**src/include/device_config_pkg.sv**
```systemverilog
// Constants, types and field layout of the device configuration register.
// Functional notes
// - Software reset bit written 0 acts as pin reset, straps not resampled.
// - While reset bit is 0, transmission halts and other bits hold default.
// - Rate field 01 gives 10.24 MHz, 10 gives 15.36 MHz, 11 tri-states.
// - Auto maintenance enable 1 ignores host maintenance bits; state machine inserts.
// - Auto maintenance enable 0 makes maintenance bits follow host register values.
// - Auto overhead enable 1 runs state machine, ignores its control registers.
// - Overhead state machine accepts only addresses 000 and 111.
// - Multiframing select 0 enables controller and S/Q access; 1 disables it.
// - Multiframing disabled sends zeros in FA and M, ones in S.
// - Multiframing disabled reads Q bits as ones, S subchannel bits zeros.
// - Trigger 1-to-0 starts one activation attempt, then bit returns to 1.
// - Strap low at reset release loads trigger 0 and starts one attempt.
// - Register reached through synchronous serial microprocessor port.
package device_config_pkg;

  localparam logic [6:0] device_configuration_addr = 7'h00;
  localparam int addr_width = 7;
  localparam int data_width = 8;
  localparam int frame_bits = 1 + addr_width + data_width;

  localparam int bit_soft_reset_n = 0;
  localparam int bit_rate_lo = 1;
  localparam int bit_rate_hi = 2;
  localparam int bit_auto_maint = 3;
  localparam int bit_auto_overhead = 4;
  localparam int bit_multiframing = 5;
  localparam int bit_activation = 6;
  localparam int bit_reserved = 7;

  localparam logic [7:0] config_reset_value = 8'hff;
  localparam logic [3:0] q_forced_value = 4'hf;
  localparam logic [3:0] s_forced_value = 4'h0;
  localparam logic [2:0] eoc_addr_valid_a = 3'h0;
  localparam logic [2:0] eoc_addr_valid_b = 3'h7;
  localparam int maint_width = 6;
  localparam int s_subchannels = 5;

  typedef enum logic [1:0] {
    rate_unused = 2'h0,
    rate_10m24_locked = 2'h1,
    rate_15m36_free = 2'h2,
    rate_tristate = 2'h3
  } clock_rate_t;

  typedef struct packed {
    logic activation_trigger;
    logic multiframing_select;
    logic auto_overhead_channel_enable;
    logic auto_maintenance_enable;
    clock_rate_t clock_out_rate_select;
    logic soft_reset_n;
  } dev_cfg_t;

  typedef struct packed {
    logic fa_m_force_zero;
    logic s_force_one;
    logic mf_controller_enable;
  } frame_ctl_t;

endpackage : device_config_pkg

```
**src/rtl/device_config_control.sv**
```systemverilog
// Device configuration register with its serial host port and control decodes.
`timescale 1ns/100ps
`default_nettype none
module device_config_control #(
  parameter int maint_bits = device_config_pkg::maint_width,
  parameter int subchannels = device_config_pkg::s_subchannels
) (
  input wire logic clk,
  input wire logic arst_n,
  input wire logic host_sclk,
  input wire logic host_cs_n,
  input wire logic host_sdi,
  output logic host_sdo,
  output logic host_sdo_oe_n,
  input wire logic activation_strap_pin,
  input wire logic u_interface_active,
  input wire logic activation_done,
  input wire logic [maint_bits-1:0] maint_auto_bits,
  input wire logic [maint_bits-1:0] maintenance_control_register,
  input wire logic [2:0] eoc_rx_addr,
  input wire logic [3:0] q_channel_raw,
  input wire logic [subchannels*4-1:0] s_subchannel_raw,
  output device_config_pkg::dev_cfg_t cfg,
  output logic device_reset_n,
  output logic aux_clock_oe_n,
  output logic aux_clock_locked,
  output logic aux_clock_fast,
  output logic [maint_bits-1:0] maint_bits_out,
  output logic eoc_sm_enable,
  output logic eoc_manual_enable,
  output logic eoc_addr_accept,
  output device_config_pkg::frame_ctl_t frame_ctl,
  output logic [3:0] q_channel_register,
  output logic [subchannels*4-1:0] s_subchannel_registers,
  output logic activation_attempt
);

  function automatic logic eoc_addr_ok(input logic [2:0] a);
    eoc_addr_ok = (a == device_config_pkg::eoc_addr_valid_a) ||
                  (a == device_config_pkg::eoc_addr_valid_b);
  endfunction : eoc_addr_ok

  function automatic logic [7:0] cfg_to_byte(input device_config_pkg::dev_cfg_t c);
    cfg_to_byte = {1'b1, c};
  endfunction : cfg_to_byte

  // Two-stage synchronisers for the pins.
  logic [3:0] sync1_q;
  logic [3:0] sync2_q;
  always_ff @(posedge clk or negedge arst_n) begin
    if (!arst_n) begin
      sync1_q <= 4'h5;
      sync2_q <= 4'h5;
    end else begin
      sync1_q <= {host_sclk, host_cs_n, host_sdi, activation_strap_pin};
      sync2_q <= sync1_q;
    end
  end

  logic sclk_s;
  logic cs_n_s;
  logic sdi_s;
  logic strap_s;
  assign sclk_s = sync2_q[3];
  assign cs_n_s = sync2_q[2];
  assign sdi_s = sync2_q[1];
  assign strap_s = sync2_q[0];

  logic sclk_prev_q;
  always_ff @(posedge clk or negedge arst_n) begin
    if (!arst_n) begin
      sclk_prev_q <= 1'b0;
    end else begin
      sclk_prev_q <= sclk_s;
    end
  end

  logic sclk_rise;
  logic sclk_fall;
  assign sclk_rise = sclk_s & ~sclk_prev_q & ~cs_n_s;
  assign sclk_fall = ~sclk_s & sclk_prev_q & ~cs_n_s;

  // Serial frame: read flag, seven address bits, eight data bits, MSB first.
  localparam int frame_bits_l = device_config_pkg::frame_bits;
  logic [4:0] bit_cnt_q;
  logic [frame_bits_l-1:0] shift_in_q;
  always_ff @(posedge clk or negedge arst_n) begin
    if (!arst_n) begin
      bit_cnt_q <= 5'h00;
      shift_in_q <= '0;
    end else if (cs_n_s) begin
      bit_cnt_q <= 5'h00;
    end else if (sclk_rise) begin
      shift_in_q <= {shift_in_q[frame_bits_l-2:0], sdi_s};
      if (bit_cnt_q != 5'(frame_bits_l)) begin
        bit_cnt_q <= bit_cnt_q + 5'h01;
      end
    end
  end

  logic header_done;
  logic frame_done;
  logic is_read;
  logic addr_hit;
  assign header_done = sclk_rise && (bit_cnt_q == 5'h07);
  assign frame_done = sclk_rise && (bit_cnt_q == 5'(frame_bits_l - 1));
  assign is_read = shift_in_q[frame_bits_l-2];
  assign addr_hit = shift_in_q[frame_bits_l-3:7] == device_config_pkg::device_configuration_addr;

  logic wr_en;
  logic [7:0] wr_data;
  assign wr_en = frame_done && !is_read && addr_hit;
  assign wr_data = {shift_in_q[6:0], sdi_s};

  // Read path: the byte is captured after the header and shifted on falling edges.
  logic [7:0] shift_out_q;
  logic reading_q;
  always_ff @(posedge clk or negedge arst_n) begin
    if (!arst_n) begin
      shift_out_q <= 8'h00;
      reading_q <= 1'b0;
      host_sdo <= 1'b0;
    end else if (cs_n_s) begin
      reading_q <= 1'b0;
    end else if (header_done) begin
      reading_q <= shift_in_q[6];
      // Unmapped addresses read as zero.
      shift_out_q <= ({shift_in_q[5:0], sdi_s} == device_config_pkg::device_configuration_addr) ?
                     cfg_to_byte(cfg) : 8'h00;
    end else if (sclk_fall && reading_q) begin
      host_sdo <= shift_out_q[7];
      shift_out_q <= {shift_out_q[6:0], 1'b0};
    end
  end
  assign host_sdo_oe_n = ~reading_q;

  // Strap capture one cycle after the synchroniser settles past reset release.
  logic [1:0] boot_cnt_q;
  always_ff @(posedge clk or negedge arst_n) begin
    if (!arst_n) begin
      boot_cnt_q <= 2'h0;
    end else if (boot_cnt_q != 2'h3) begin
      boot_cnt_q <= boot_cnt_q + 2'h1;
    end
  end
  logic strap_load;
  assign strap_load = (boot_cnt_q == 2'h2);

  // Configuration register.
  always_ff @(posedge clk or negedge arst_n) begin
    if (!arst_n) begin
      cfg <= device_config_pkg::config_reset_value[6:0];
    end else if (strap_load && !strap_s) begin
      cfg.activation_trigger <= 1'b0;
    end else if (wr_en && !wr_data[device_config_pkg::bit_soft_reset_n]) begin
      cfg <= device_config_pkg::config_reset_value[6:0];
      cfg.soft_reset_n <= 1'b0;
    end else if (!cfg.soft_reset_n) begin
      if (wr_en) begin
        cfg.soft_reset_n <= 1'b1;
      end
    end else begin
      if (wr_en) begin
        cfg.clock_out_rate_select <= device_config_pkg::clock_rate_t'(
          wr_data[device_config_pkg::bit_rate_hi:device_config_pkg::bit_rate_lo]);
        cfg.auto_maintenance_enable <= wr_data[device_config_pkg::bit_auto_maint];
        cfg.auto_overhead_channel_enable <= wr_data[device_config_pkg::bit_auto_overhead];
        cfg.multiframing_select <= wr_data[device_config_pkg::bit_multiframing];
      end
      // Completion of an attempt wins over a simultaneous host write of 0.
      if (activation_done && !cfg.activation_trigger) begin
        cfg.activation_trigger <= 1'b1;
      end else if (wr_en) begin
        cfg.activation_trigger <= wr_data[device_config_pkg::bit_activation];
      end
    end
  end

  // One attempt per falling transition of the trigger bit.
  logic act_prev_q;
  always_ff @(posedge clk or negedge arst_n) begin
    if (!arst_n) begin
      act_prev_q <= 1'b1;
    end else begin
      act_prev_q <= cfg.activation_trigger;
    end
  end
  assign activation_attempt = act_prev_q & ~cfg.activation_trigger;

  assign device_reset_n = cfg.soft_reset_n;

  // Auxiliary clock control.
  always_ff @(posedge clk or negedge arst_n) begin
    if (!arst_n) begin
      aux_clock_oe_n <= 1'b1;
      aux_clock_locked <= 1'b0;
      aux_clock_fast <= 1'b0;
    end else begin
      unique case (cfg.clock_out_rate_select)
        device_config_pkg::rate_10m24_locked: begin
          aux_clock_oe_n <= 1'b0;
          aux_clock_locked <= u_interface_active;
          aux_clock_fast <= 1'b0;
        end
        device_config_pkg::rate_15m36_free: begin
          aux_clock_oe_n <= 1'b0;
          aux_clock_locked <= 1'b0;
          aux_clock_fast <= 1'b1;
        end
        device_config_pkg::rate_unused, device_config_pkg::rate_tristate: begin
          aux_clock_oe_n <= 1'b1;
          aux_clock_locked <= 1'b0;
          aux_clock_fast <= 1'b0;
        end
      endcase
    end
  end

  // Maintenance and overhead channel steering.
  always_ff @(posedge clk or negedge arst_n) begin
    if (!arst_n) begin
      maint_bits_out <= '1;
      eoc_sm_enable <= 1'b0;
      eoc_manual_enable <= 1'b0;
      eoc_addr_accept <= 1'b0;
    end else begin
      if (cfg.auto_maintenance_enable) begin
        maint_bits_out <= maint_auto_bits;
      end else begin
        maint_bits_out <= maintenance_control_register;
      end
      eoc_sm_enable <= cfg.auto_overhead_channel_enable & cfg.soft_reset_n;
      eoc_manual_enable <= ~cfg.auto_overhead_channel_enable & cfg.soft_reset_n;
      eoc_addr_accept <= cfg.auto_overhead_channel_enable & cfg.soft_reset_n &
                         eoc_addr_ok(eoc_rx_addr);
    end
  end

  // Multiframing controls and forced read values.
  always_ff @(posedge clk or negedge arst_n) begin
    if (!arst_n) begin
      frame_ctl <= '{fa_m_force_zero: 1'b1, s_force_one: 1'b1, mf_controller_enable: 1'b0};
      q_channel_register <= device_config_pkg::q_forced_value;
      s_subchannel_registers <= '0;
    end else if (cfg.multiframing_select) begin
      frame_ctl <= '{fa_m_force_zero: 1'b1, s_force_one: 1'b1, mf_controller_enable: 1'b0};
      q_channel_register <= device_config_pkg::q_forced_value;
      s_subchannel_registers <= {subchannels{device_config_pkg::s_forced_value}};
    end else begin
      frame_ctl <= '{fa_m_force_zero: 1'b0, s_force_one: 1'b0, mf_controller_enable: 1'b1};
      q_channel_register <= q_channel_raw;
      s_subchannel_registers <= s_subchannel_raw;
    end
  end

endmodule : device_config_control
`default_nettype wire

```
**config.mk**
```make
export PLATFORM = sky130hd
export DESIGN_NAME = device_config_control
export DESIGN_NICKNAME = d
export VERILOG_FILES = /design/src/include/device_config_pkg.sv /design/src/rtl/device_config_control.sv
export SDC_FILE = /design/constraint.sdc
export NUM_CORES = 1
export LEC_CHECK = 0
export BUFFER_PORTS_ARGS = -buffer_cell sky130_fd_sc_hd__buf_4
export CORE_UTILIZATION = 45
export DETAILED_ROUTE_END_ITERATION = 10
export MAX_ROUTING_LAYER = met4
export PLACE_DENSITY = 0.78
export SLEW_MARGIN = 20
export SYNTH_ARGS = -nofsm -noshare
export SYNTH_HDL_FRONTEND = slang
export SYNTH_SLANG_ARGS = --single-unit
```
**constraint.sdc**
```tcl
create_clock -name clk -period 3.97 [get_ports clk]
set_clock_uncertainty 0.05 [all_clocks]
set_input_delay 0.397 -clock clk [delete_from_list [all_inputs] [get_ports clk]]
set_output_delay 0.397 -clock clk [all_outputs]
set_load 0.02 [all_outputs]
```
==> Yosys cells after proc, flatten, opt, wreduce, memory -nomap -nowiden <==
Cells that the tools add are included.
{ "word_totals": {"regBits": 88, "in_bits": 47, "output_inout_bits": 50, "elab_cells": 113} }
{ "classes": {"n_addsub": 2, "n_eq_ne": 9, "mux": 23, "bitwise_logic": 16, "n_reduce_logical": 35} }
{ "ops": {"columns": ["cell", "n"], "rows": [
  ["$mux 8", 3],
  ["$mux 20", 1],
  ["$mux 5", 4],
  ["$logic_not 7->1", 2],
  ["$mux 6", 2],
  ["$reduce_bool 2->1", 6],
  ["$and 1x1->1", 8],
  ["$logic_and 1x1->1", 8],
  ["$not 1->1", 8],
  ["$reduce_and 2->1", 4],
  ["$mux 1", 7],
  ["$mux 7", 1],
  ["$eq 2x2->1 const B", 3],
  ["$pmux 1 s2", 3],
  ["$reduce_and 3->1", 2],
  ["$reduce_or 3->1", 2],
  ["$add 5x1->5 const B", 1],
  ["$eq 5x3->1 const B", 1],
  ["$eq 5x4->1 const B", 1],
  ["$ne 5x5->1 const B", 1],
  ["$logic_not 1->1", 4],
  ["$mux 4", 1],
  ["$reduce_bool 4->1", 1],
  ["$reduce_or 2->1", 2],
  ["other kinds (9)", 9]
]} }

==> Logic depth before layout (Yosys ltp) <==
Gate-level depths: netlist of the first run.
{ "logic_depth": {"word_depth": 11, "depth_mapped": 7, "ltp_nobuf": 7} }

==> Worst setup path after synthesis of the first run <==
No wires, ideal clock.
{ "synth_path": {"path_type": "register -> register", "from": "register bit_cnt_q[0]", "to": "register cfg[3] (netlist name)", "setup_time_ns": 0.082, "arrival_ns": 1.829, "t_required_ns": 3.838, "path_slack_ns": 2.009, "path_stages_with_launch": 8, "path_buffers": 0, "period_less_slack_ns": 1.961, "cell_sequence": "dfrtp_1 -> ha_1 -> and3_1 -> ha_1 -> nor4b_2 -> nand2_1 -> nor3_4 -> mux2_2"} }
{ "synth_between": {"elab_chain_cells": 7, "word_cells_on_any_way": 9, "classes_between": "eq/ne (1); mux (1); reduce/logical (7)"} }
{ "synth_lines": {"columns": ["item", "line", "rtl"], "rows": [
  ["from (decl)", "device_config_control.sv:85", "logic [4:0] bit_cnt_q;"],
  ["from (signal assigned)", "device_config_control.sv:96", "bit_cnt_q <= bit_cnt_q + 5'h01;"],
  ["$eq 5x4->1 *", "device_config_control.sv:106", "assign frame_done = sclk_rise && (bit_cnt_q == 5'(frame_bits_l - 1));"],
  ["$logic_and 1x1->1 *", "device_config_control.sv:106", null],
  ["$logic_and 1x1->1 * (2 in series)", "device_config_control.sv:112", "assign wr_en = frame_done && !is_read && addr_hit;"],
  ["$logic_and 1x1->1", "device_config_control.sv:155", "end else if (wr_en && !wr_data[device_config_pkg::bit_soft_reset_n]) begin"],
  ["$reduce_bool 2->1 (no line)", null, null],
  ["$reduce_and 3->1 (no line)", null, null],
  ["to (signal assigned)", "device_config_control.sv:152", "cfg <= device_config_pkg::config_reset_value[6:0];"],
  ["to (signal assigned)", "device_config_control.sv:156", "cfg <= device_config_pkg::config_reset_value[6:0];"],
  ["to (decl)", "device_config_control.sv:23", "output device_config_pkg::dev_cfg_t cfg,"]
]} }
Mark *: on every way between the ends. The rest lies on a longest branch, timed or not.
A chain may end at the register's enable or synchronous reset.

==> Final worst setup path of the first run <==
Ends and elaborated chain as after synthesis.

==> results.tsv, run 1 <==
stage	metric	value	unit
timing	final worst path period need	2.21	ns
power_and_ir_drop	Final Power	1.77	mW
cts	postcts setup bufs	0	
worst_setup_path	Arr. time, crit path	2.44	ns
route	Detailed Route Iter0 Violations	113	
cts	Post-CTS Resized	0	
cts	clock-pin slew on the worst setup and hold paths	0.09	ns
logic_synthesis	syn_nets	306	
timing	slew margin rel.	41.1	%
worst_setup_path	CP max FO	5	
logic_synthesis	#FFs+latches synth	87	
logic_synthesis	Yosys top cell area share	45.8	%
layout	Synth-to-Final Area Change	28.6	%
placed_design	GPL Wtd Cong	0.816	
layout	NumNets Final	404	
die	Initial Utilization	46.9	%
cts	Root Driver	clkbuf_8	
logic_synthesis	Seq/Total Area, Yosys	64.1	%
power_and_ir_drop	Sw Pwr	0.449	mW
global_routing	largest net degree at the start of global routing	88	
logic_synthesis	count leader, synth	dfrtp_1	
die	Vert. Die Dim	89.4	µm
worst_setup_path	Worst Reg-to-Reg Cells	7	
die	core area	7330	µm²
power_and_ir_drop	Power Density	400	nW/µm²
power_and_ir_drop	Max VDD drop	0.242	mV
power_and_ir_drop	internal power	1.32	mW
cts	CTS tree	built	
die	IO Count	97	
logic_synthesis	Ys Warns	0	
timing	fmax	0.453	GHz
worst_setup_path	R2R Path End	cfg[3]$_DFFE_PN1P_	
route	Post-DRT Antenna Nets	0	
die	Die ar.	8000	µm²
cts	hold_buf cts	0	
cts	worst-skew pair later-pin latency	0.35	ns
power_and_ir_drop	clock share of power	32.8	%
route	final WL	6.15	mm
placed_design	count of input and output buffers	96	
worst_setup_path	worst r2r src	bit_cnt_q[0]$_DFFE_PN0P_	
flow_run	Max Cap Viol	0	
worst_setup_path	crit path from	bit_cnt_q[0]$_DFFE_PN0P_	
timing	Final Hold Viols	0	
die	Chip Width	89.4	µm
route	vias per std cell	4.88	
logic_synthesis	count of different cell masters after synthesis	40	
worst_hold_path	worst hold path type	in -> async	
global_routing	overall global routing resource usage	16.8	%
timing	fin. max-slew vios	0	
logic_synthesis	Synth Flop Type	dfrtp_1	
status	outcome	finished, final reports clean	
worst_setup_path	FF-to-FF setup slack	1.76	ns
power_and_ir_drop	Logic pwr share	10.7	%
global_routing	first-pass GRT wire length	9.64	mm
layout	layout cell share with drive strength beyond 1	49.6	%
global_routing	initial antenna violation count	0	
worst_setup_path	Worst setup EP type	flip-flop	
worst_setup_path	Startpoint Class	flip-flop	
timing	sum of negative setup slack	0	ns
power_and_ir_drop	Lkg Pwr	2.10	nW
timing	Worst-Margin Slew	0.883	ns
placed_design	HPWL Detailed	4.24	mm
timing	Final period util	55.6	%
logic_synthesis	Area contributors post-synth	dfrtp_1, dfstp_2, mux2_2	
cts	Sink Count	87	
logic_synthesis	post-synthesis instance area	3440	µm²
worst_setup_path	WP data required	4.20	ns
logic_synthesis	Post-synth ARST share	100	%
logic_synthesis	Post-synth EDFFs	0	
die	# rows	31	
timing	final setup fails	0	
global_routing	vias in the first global route	2031	
cts	cts bufs inserted	9	
timing	RSZ-0062 raised after global routing	false	
cts	Max clock buf depth	2	
global_routing	total grt overflow	0	
route	drt first pass iters	4	
power_and_ir_drop	Sw Share	25.4	%
logic_synthesis	commonest cells in the synthesized netlist	dfrtp_1, mux2_2, nor2b_1, dfstp_2, inv_1	
layout	diode count	0	
logic_synthesis	cell count after synthesis	252	
logic_synthesis	mean post-synth cell area	13.7	µm²
cts	H-tree Lvls	3	
route	DR vias	2215	
logic_synthesis	largest area contributor in the synthesized netlist	dfrtp_1	
route	Routed wire per std cell	13.6	µm
power_and_ir_drop	part of the power in registers	56.5	%
worst_setup_path	Critical Path End	cfg[3]$_DFFE_PN1P_	
route	DRC	0	
worst_setup_path	critical path class	reg -> reg	
==> worst max-delay path, cell delays in order, from the launching register on <==
cell     delay (ns)
dfrtp_1        0.41
ha_1           0.21
and3_1         0.16
ha_1           0.16
nor4b_2        0.26
nand2_1        0.16
nor3_4         0.36
mux2_2         0.38
==> logic make-up (layout without fill, tap and decap cells) <==
group | count (synthesis) | count (layout) | synth area share [%]
muxes | 34 | 34 | 11.0
DFF | 87 | 87 | 64.1
buffers and inverters | 21 | 124 | 2.91
xor gates and xnor gates | 4 | 4 | 1.02
adders and majority gates | 7 | 7 | 2.55
and+or+nand+nor | 79 | 79 | 14.4
AOI/OAI and AO/OA | 20 | 20 | 3.96
==> area by class of cell <==
type                            instances  area, µm²
Fill cell                             593       2910
Sequential cell                        87       2210
Multi-Input combinational cell        144       1130
Timing Repair Buffer                   96        724
Clock buffer                           10        149
Tap cell                               99        124
Inverter                               12       45.0
Clock inverter                          6       41.3
==> cells in the final DEF, fill, tap and decap left out, drive strengths merged, types with 2 or more instances in the layout <==
cell type / n
clkbuf: 10
nand2: 8
mux2: 30
inv: 13
nor2: 11
a21oi: 7
nor4: 3
a22o: 6
nand3: 2
and2: 3
o21ai: 4
nor2b: 28
nand2b: 4
buf: 96
ha: 7
nand4: 4
dfstp: 24
nor3: 3
xor2: 2
mux2i: 4
xnor2: 2
nand3b: 2
or2: 4
dfrtp: 63
clkinv: 5
==> power by group through the flow <==
| stage | Clock, mW | Sequential (mW) | Combinational [mW] |
|---|---|---|---|
| after global placement | 0 | 1.01 | 0.186 |
| after global routing | 0.632 | 1.01 | 0.210 |
| after CTS | 0.598 | 0.999 | 0.193 |
| final | 0.581 | 1.00 | 0.189 |
| after detailed placement | 0 | 1.02 | 0.192 |
| after floorplan | 0 | 1.02 | 0.0842 |
==> routing by layer <==
layer / part of all wire (%) / track usage (%)
met4: 2.6 / 8.95
met1: 46 / 22.1
met5: 0 / -
met2: 47 / 24.8
met3: 4.9 / 3.32
==> how the worst min path moves through the flow <==
stage,from,end,slack (ns),depth (start not counted)
after floorplan,arst_n,aux_clock_fast$_DFF_PN0_,0.05,0
after CTS,activation_strap_pin,sync1_q[0]$_DFF_PN1_,0.09,1
after global placement,sync1_q[1]$_DFF_PN0_,sync2_q[1]$_DFF_PN0_,0.29,0
after global routing,host_cs_n,sync1_q[2]$_DFF_PN1_,0.08,1
final,arst_n,sync1_q[1]$_DFF_PN0_,0.03,1
after detailed placement,sync1_q[2]$_DFF_PN1_,sync2_q[2]$_DFF_PN1_,0.30,0
==> per-stage QoR <==
step | hold WS (ns) | cells | worst slack (ns) | util (%) | cell area [µm²]
after floorplan | 0.0514 | 252 | 2.01 | - | 3440
after global placement | 0.287 | 438 | 1.88 | 57.7 | 4230
after detailed placement | 0.297 | 438 | 1.79 | 57.7 | 4230
after CTS | 0.0899 | 454 | 1.76 | 60.3 | 4420
after global routing | 0.0811 | 454 | 1.59 | 60.4 | 4420
final | 0.0349 | 454 | 1.76 | 60.4 | 4420
==> sequential cells by signal, summed over array words and instances (netlist names), 2 cells and up, named ones only <==
register                cells
shift_out_q                 8
bit_cnt_q                   5
frame_ctl                   2
s_subchannel_registers     20
sync1_q                     4
cfg                         6
boot_cnt_q                  2
shift_in_q                 15
q_channel_register          4
sync2_q                     4
maint_bits_out              6
(Power assumes the default switching activity.)
==> run 2: changes to the inputs <==
==> constraint.sdc (replaced) <==
create_clock -name clk -period 2.2 [get_ports clk]
set_clock_uncertainty 0.05 [all_clocks]
set_input_delay 0.22 -clock clk [delete_from_list [all_inputs] [get_ports clk]]
set_output_delay 0.22 -clock clk [all_outputs]
set_load 0.02 [all_outputs]
==> run 2 against run 1 <==
Effect of this change: cell area increased by 3.5%; die area unchanged; sequential share of layout area decreased by 1.7 points; critical path type unchanged.
==> results.tsv, run 2 (synthesized netlist as in run 1, its figures left out) <==
stage	metric	value	unit
status	outcome	finished, final reports clean	
timing	slew margin rel.	62.1	%
global_routing	total grt overflow	0	
layout	diode count	0	
cts	worst-skew pair later-pin latency	0.34	ns
power_and_ir_drop	Logic pwr share	10.8	%
worst_setup_path	critical path class	reg -> reg	
die	core area	7330	µm²
global_routing	overall global routing resource usage	17.3	%
die	Vert. Die Dim	89.4	µm
cts	H-tree Lvls	3	
timing	Final Hold Viols	0	
timing	RSZ-0062 raised after global routing	false	
timing	Worst-Margin Slew	0.568	ns
route	final WL	6.15	mm
route	drt first pass iters	4	
placed_design	count of input and output buffers	96	
layout	most common cell after layout, fill and taps aside	buf_4	
global_routing	vias in the first global route	2087	
route	Post-DRT Antenna Nets	0	
power_and_ir_drop	part of the power in registers	54.4	%
layout	Finished Cell Area	4580	µm²
cts	CTS tree	built	
layout	utilization after layout	62.5	%
global_routing	largest net degree at the start of global routing	45	
timing	final worst path period need	1.97	ns
power_and_ir_drop	internal power	2.54	mW
layout	FILL cells	566	
worst_hold_path	worst hold path type	in -> reg	
placed_design	Placed Area	4270	µm²
layout	max reg flops	20	
die	IO Count	97	
cts	Root Driver	clkbuf_8	
timing	final setup fails	0	
power_and_ir_drop	Power Density	726	nW/µm²
power_and_ir_drop	Sw Pwr	0.781	mW
global_routing	first-pass GRT wire length	9.90	mm
power_and_ir_drop	clock share of power	34.8	%
power_and_ir_drop	Max VDD drop	0.400	mV
layout	Synth-to-Final Area Change	33.1	%
worst_setup_path	Worst setup EP type	flip-flop	
layout	layout cell share with drive strength beyond 1	48.8	%
die	Initial Utilization	46.9	%
timing	fin. max-slew vios	0	
route	vias per std cell	4.79	
die	Chip Width	89.4	µm
global_routing	initial antenna violation count	0	
timing	Hold WS	0.0295	ns
power_and_ir_drop	Lkg Pwr	2.16	nW
die	# rows	31	
worst_setup_path	Startpoint Class	flip-flop	
placed_design	GPL Wtd Cong	0.817	
die	Die ar.	8000	µm²
layout	most frequent cells in the layout	buf_4, dfrtp_1, mux2_2	
worst_setup_path	max incr delay on CP	0.42	ns
route	DR vias	2233	
worst_setup_path	WP data required	2.42	ns
route	DRC	0	
worst_setup_path	CP max FO	4	
cts	Sink Count	87	
cts	cts bufs inserted	9	
layout	biggest regs	s_subchannel_registers x20, shift_in_q x15, shift_out_q x8	
worst_setup_path	slowest CP cell	dfrtp_1	
flow_run	Max Cap Viol	0	
timing	Final period util	89.5	%
cts	Max clock buf depth	2	
worst_setup_path	most used cell along the critical path	ha_1	
power_and_ir_drop	Sw Share	23.5	%
layout	top register by number of flip-flops	s_subchannel_registers	
timing	sum of negative setup slack	0	ns
route	Routed wire per std cell	13.2	µm
route	Detailed Route Iter0 Violations	125	
layout	NumNets Final	416	
cts	clock-pin slew on the worst setup and hold paths	0.08	ns
placed_design	HPWL Detailed	4.36	mm
worst_setup_path	Arr. time, crit path	2.19	ns
worst_setup_path	crit-path cells	ha_1, and3_1, ha_1, nor4b_4, nand2_1, nor3_4, buf_4, mux2i_1	
timing	fmax	0.508	GHz
run 2: metrics by stage:
stage,setup slack (ns),total power [mW],instances
floorplan,0.239,1.99,252
global placement,0.232,2.18,442
detailed placement,0.154,2.19,442
CTS,0.133,3.37,466
global route,0.0255,3.49,466
finish,0.231,3.32,466
run 2: final timing paths:
path / slack (ns) / start / endpoint / cells past startpoint
max in group asynchronous: 1.06 / arst_n / maint_bits_out[1]$_DFF_PN1_ / 3
worst max-delay path: 0.23 / bit_cnt_q[0]$_DFFE_PN0P_ / cfg[5]$_DFFE_PN1P_ / 8
worst min-delay path: 0.03 / q_channel_raw[1] / q_channel_register[1]$_DFF_PN1_ / 2
worst min register to register: 0.30 / sync1_q[3]$_DFF_PN0_ / sync2_q[3]$_DFF_PN0_ / 0
min in group asynchronous: 0.37 / arst_n / s_subchannel_registers[14]$_DFF_PN0_ / 2
worst max register to register: 0.23 / bit_cnt_q[0]$_DFFE_PN0P_ / cfg[5]$_DFFE_PN1P_ / 8
run 2: what timing repair did:
| item | 4_1_cts | 5_1_grt |
|---|---|---|
| hold endpoints to repair | 36 | 0 |
| endpoints found under the setup margin | 0 | 5 |
| hold buffers | 8 | 0 |
| gates resized for setup | 0 | 1 |
| buffers inserted | 0 | 0 |
run 2: worst max-delay path, delay by kind of cell, from the launching register on:
kind,cells,cell delay [ns]
buffers and inverters,1,0.17
and+or+nand+nor,4,0.70
adders and majority gates,2,0.38
muxes,1,0.18
DFF,1,0.42
run 2: per-layer routing:
metal	up-vias	wire length (µm)	track usage (%)
met5	-	0	-
met4	0	84	9.09
met3	4	328	3.51
met2	76	3070	25.9
met1	1085	2670	22.2
li1	1068	-	-
run 2: area by class of cell:
| type | count | area, µm² | share of cell area (%) |
|---|---|---|---|
| Sequential cell | 87 | 2210 | 48.2 |
| Multi-Input combinational cell | 144 | 1140 | 24.9 |
| Timing Repair Buffer | 108 | 843 | 18.4 |
| Clock buffer | 12 | 166 | 3.63 |
| Tap cell | 99 | 124 | 2.70 |
| Clock inverter | 4 | 52.6 | 1.15 |
| Inverter | 12 | 45.0 | 0.983 |
run 2: power groups by stage:
stage	Combinational (mW)	Clock (mW)	Sequential (mW)
final	0.359	1.16	1.81
after global routing	0.394	1.27	1.82
after CTS	0.365	1.20	1.81
after detailed placement	0.353	0	1.84
after global placement	0.346	0	1.83
after floorplan	0.152	0	1.84
==> run 3: changes to the inputs <==
--- a/config.mk
+++ b/config.mk
@@ -9,7 +9,7 @@
 export CORE_UTILIZATION = 45
 export DETAILED_ROUTE_END_ITERATION = 10
 export MAX_ROUTING_LAYER = met4
-export PLACE_DENSITY = 0.78
+export PLACE_DENSITY = 0.73
 export SLEW_MARGIN = 20
 export SYNTH_ARGS = -nofsm -noshare
 export SYNTH_HDL_FRONTEND = slang
==> run 3 against run 2 <==
Effect of this change: cell area fell by 0.16%; global-route usage rose by 0.23 points; clock-buffer cell count fell by 3; clock power fell by 7%; first-iteration DRC count fell by 8.8%; flip-flop and latch count did not move; hold slack got worse by 0.0076 ns; largest cell class unchanged.
==> results.tsv, run 3 (synthesized netlist as in run 1, its figures left out) <==
stage	metric	value	unit
route	Post-DRT Antenna Nets	0	
layout	top register by number of flip-flops	s_subchannel_registers	
die	Chip Width	89.4	µm
die	core area	7330	µm²
layout	FILL cells	591	
die	# rows	31	
die	Initial Utilization	46.9	%
timing	fin. max-slew vios	0	
global_routing	grt met1 use	22.2	%
cts	Root Driver	clkbuf_8	
worst_setup_path	Arr. time, crit path	2.27	ns
cts	Sink Count	87	
layout	utilization after layout	62.4	%
route	Detailed Route Iter0 Violations	114	
global_routing	overall global routing resource usage	17.5	%
worst_setup_path	crit path from	bit_cnt_q[0]$_DFFE_PN0P_	
worst_setup_path	max incr delay on CP	0.42	ns
worst_setup_path	worst r2r src	bit_cnt_q[0]$_DFFE_PN0P_	
timing	fmax	0.491	GHz
power_and_ir_drop	Sw Share	27.4	%
status	outcome	finished, final reports clean	
global_routing	grt met3 use	3.60	%
global_routing	first-pass GRT wire length	10.0	mm
cts	H-tree Lvls	3	
power_and_ir_drop	Sw Pwr	0.895	mW
placed_design	count of input and output buffers	96	
timing	final worst path period need	2.04	ns
timing	RSZ-0062 raised after global routing	false	
timing	slew margin rel.	68.6	%
power_and_ir_drop	clock share of power	33.2	%
route	drt first pass iters	4	
layout	Synth-to-Final Area Change	32.9	%
layout	layout cell share with drive strength beyond 1	49.2	%
layout	biggest regs	s_subchannel_registers x20, shift_in_q x15, shift_out_q x8	
worst_setup_path	Top delay family on crit path	simple AND/OR/NAND/NOR gates	
placed_design	GPL Wtd Cong	0.878	
layout	most frequent cells in the layout	buf_4, dfrtp_1, mux2_2	
cts	worst-skew pair later-pin latency	0.35	ns
worst_hold_path	worst hold start	u_interface_active	
power_and_ir_drop	internal power	2.37	mW
worst_setup_path	WP data required	2.43	ns
power_and_ir_drop	part of the power in registers	55.7	%
global_routing	busiest metal layer after global routing	met2	
layout	diode count	0	
route	Routed wire per std cell	13.6	µm
flow_run	Max Cap Viol	0	
worst_setup_path	Worst setup EP type	flip-flop	
timing	Final period util	92.5	%
worst_hold_path	worst hold path type	in -> reg	
layout	most common cell after layout, fill and taps aside	buf_4	
power_and_ir_drop	Power Density	714	nW/µm²
global_routing	total grt overflow	0	
cts	CTS tree	built	
route	final WL	6.35	mm
route	DRC	0	
placed_design	# placed instances	442	
layout	max reg flops	20	
timing	final setup fails	0	
global_routing	largest net degree at the start of global routing	66	
worst_setup_path	most used cell along the critical path	ha_1	
global_routing	vias in the first global route	2102	
worst_setup_path	slowest CP cell	dfrtp_1	
global_routing	initial antenna violation count	0	
timing	Worst-Margin Slew	0.471	ns
worst_setup_path	CP max FO	4	
power_and_ir_drop	Max VDD drop	0.393	mV
global_routing	grt met2 use	27.7	%
die	Die ar.	8000	µm²
power_and_ir_drop	Lkg Pwr	2.16	nW
placed_design	HPWL Detailed	4.41	mm
die	Vert. Die Dim	89.4	µm
power_and_ir_drop	Logic pwr share	11.2	%
timing	Final Hold Viols	0	
layout	NumNets Final	417	
worst_setup_path	critical path class	reg -> reg	
route	vias per std cell	4.86	
worst_setup_path	crit-path cells	ha_1, and3_1, ha_1, nor4b_4, nand2_2, nor3_4, buf_4, mux2i_1	
worst_setup_path	WP buf/inv	1	
cts	cts bufs inserted	9	
cts	Max clock buf depth	2	
route	DR vias	2269	
cts	clock-pin slew on the worst setup and hold paths	0.10	ns
layout	Finished Layout Cells	467	
worst_setup_path	Startpoint Class	flip-flop	
timing	sum of negative setup slack	0	ns
die	IO Count	97	
run 3: layer usage:
| layer | wire length, µm | up-vias |
|---|---|---|
| li1 | - | 1072 |
| met1 | 2780 | 1127 |
| met2 | 3260 | 62 |
| met3 | 223 | 8 |
| met4 | 92 | 0 |
| met5 | 0 | - |
run 3: power by group through the flow:
stage / Combinational, mW / Clock [mW] / Sequential [mW]
finish: 0.364 / 1.08 / 1.82
global route: 0.402 / 1.19 / 1.83
CTS: 0.370 / 1.12 / 1.81
detailed placement: 0.357 / 0 / 1.84
global placement: 0.347 / 0 / 1.84
floorplan: 0.152 / 0 / 1.84
run 3: timing repair:
item	CTS	global route
setup endpoints to repair	0	5
hold buffers	9	0
gates resized for setup	0	2
buffers inserted	0	0
endpoints found under the hold margin	30	0
run 3: cell type report:
type,instances,area [µm²],share of cell area (%)
Inverter,12,45.0,0.985
Timing Repair Buffer,109,853,18.7
Clock buffer,9,124,2.71
Tap cell,99,124,2.71
Multi-Input combinational cell,144,1140,25.0
Clock inverter,7,75.1,1.64
Sequential cell,87,2210,48.3
run 3: worst paths after layout:
check	end	slack [ns]	cells after the start
setup / recovery	cfg[2]$_DFFE_PN1P_	0.16	8
hold / removal	aux_clock_locked$_DFF_PN0_	0.02	2
setup reg to reg	cfg[2]$_DFFE_PN1P_	0.16	8
hold reg to reg	sync2_q[2]$_DFF_PN1_	0.31	0
max in group asynchronous	sync1_q[2]$_DFF_PN1_	1.19	3
min in group asynchronous	shift_out_q[1]$_DFFE_PN0P_	0.24	2
run 3: per-stage QoR:
| stage | power [mW] | instance area [µm²] | worst slack (ns) | hold WS [ns] |
|---|---|---|---|---|
| CTS | 3.30 | 4560 | 0.128 | 0.0116 |
| floorplan | 1.99 | 3440 | 0.239 | -0.126 |
| global placement | 2.18 | 4270 | 0.232 | 0.0876 |
| finish | 3.26 | 4570 | 0.165 | 0.0219 |
| global route | 3.42 | 4570 | 0.0360 | 0.00319 |
| detailed placement | 2.20 | 4270 | 0.147 | 0.0843 |
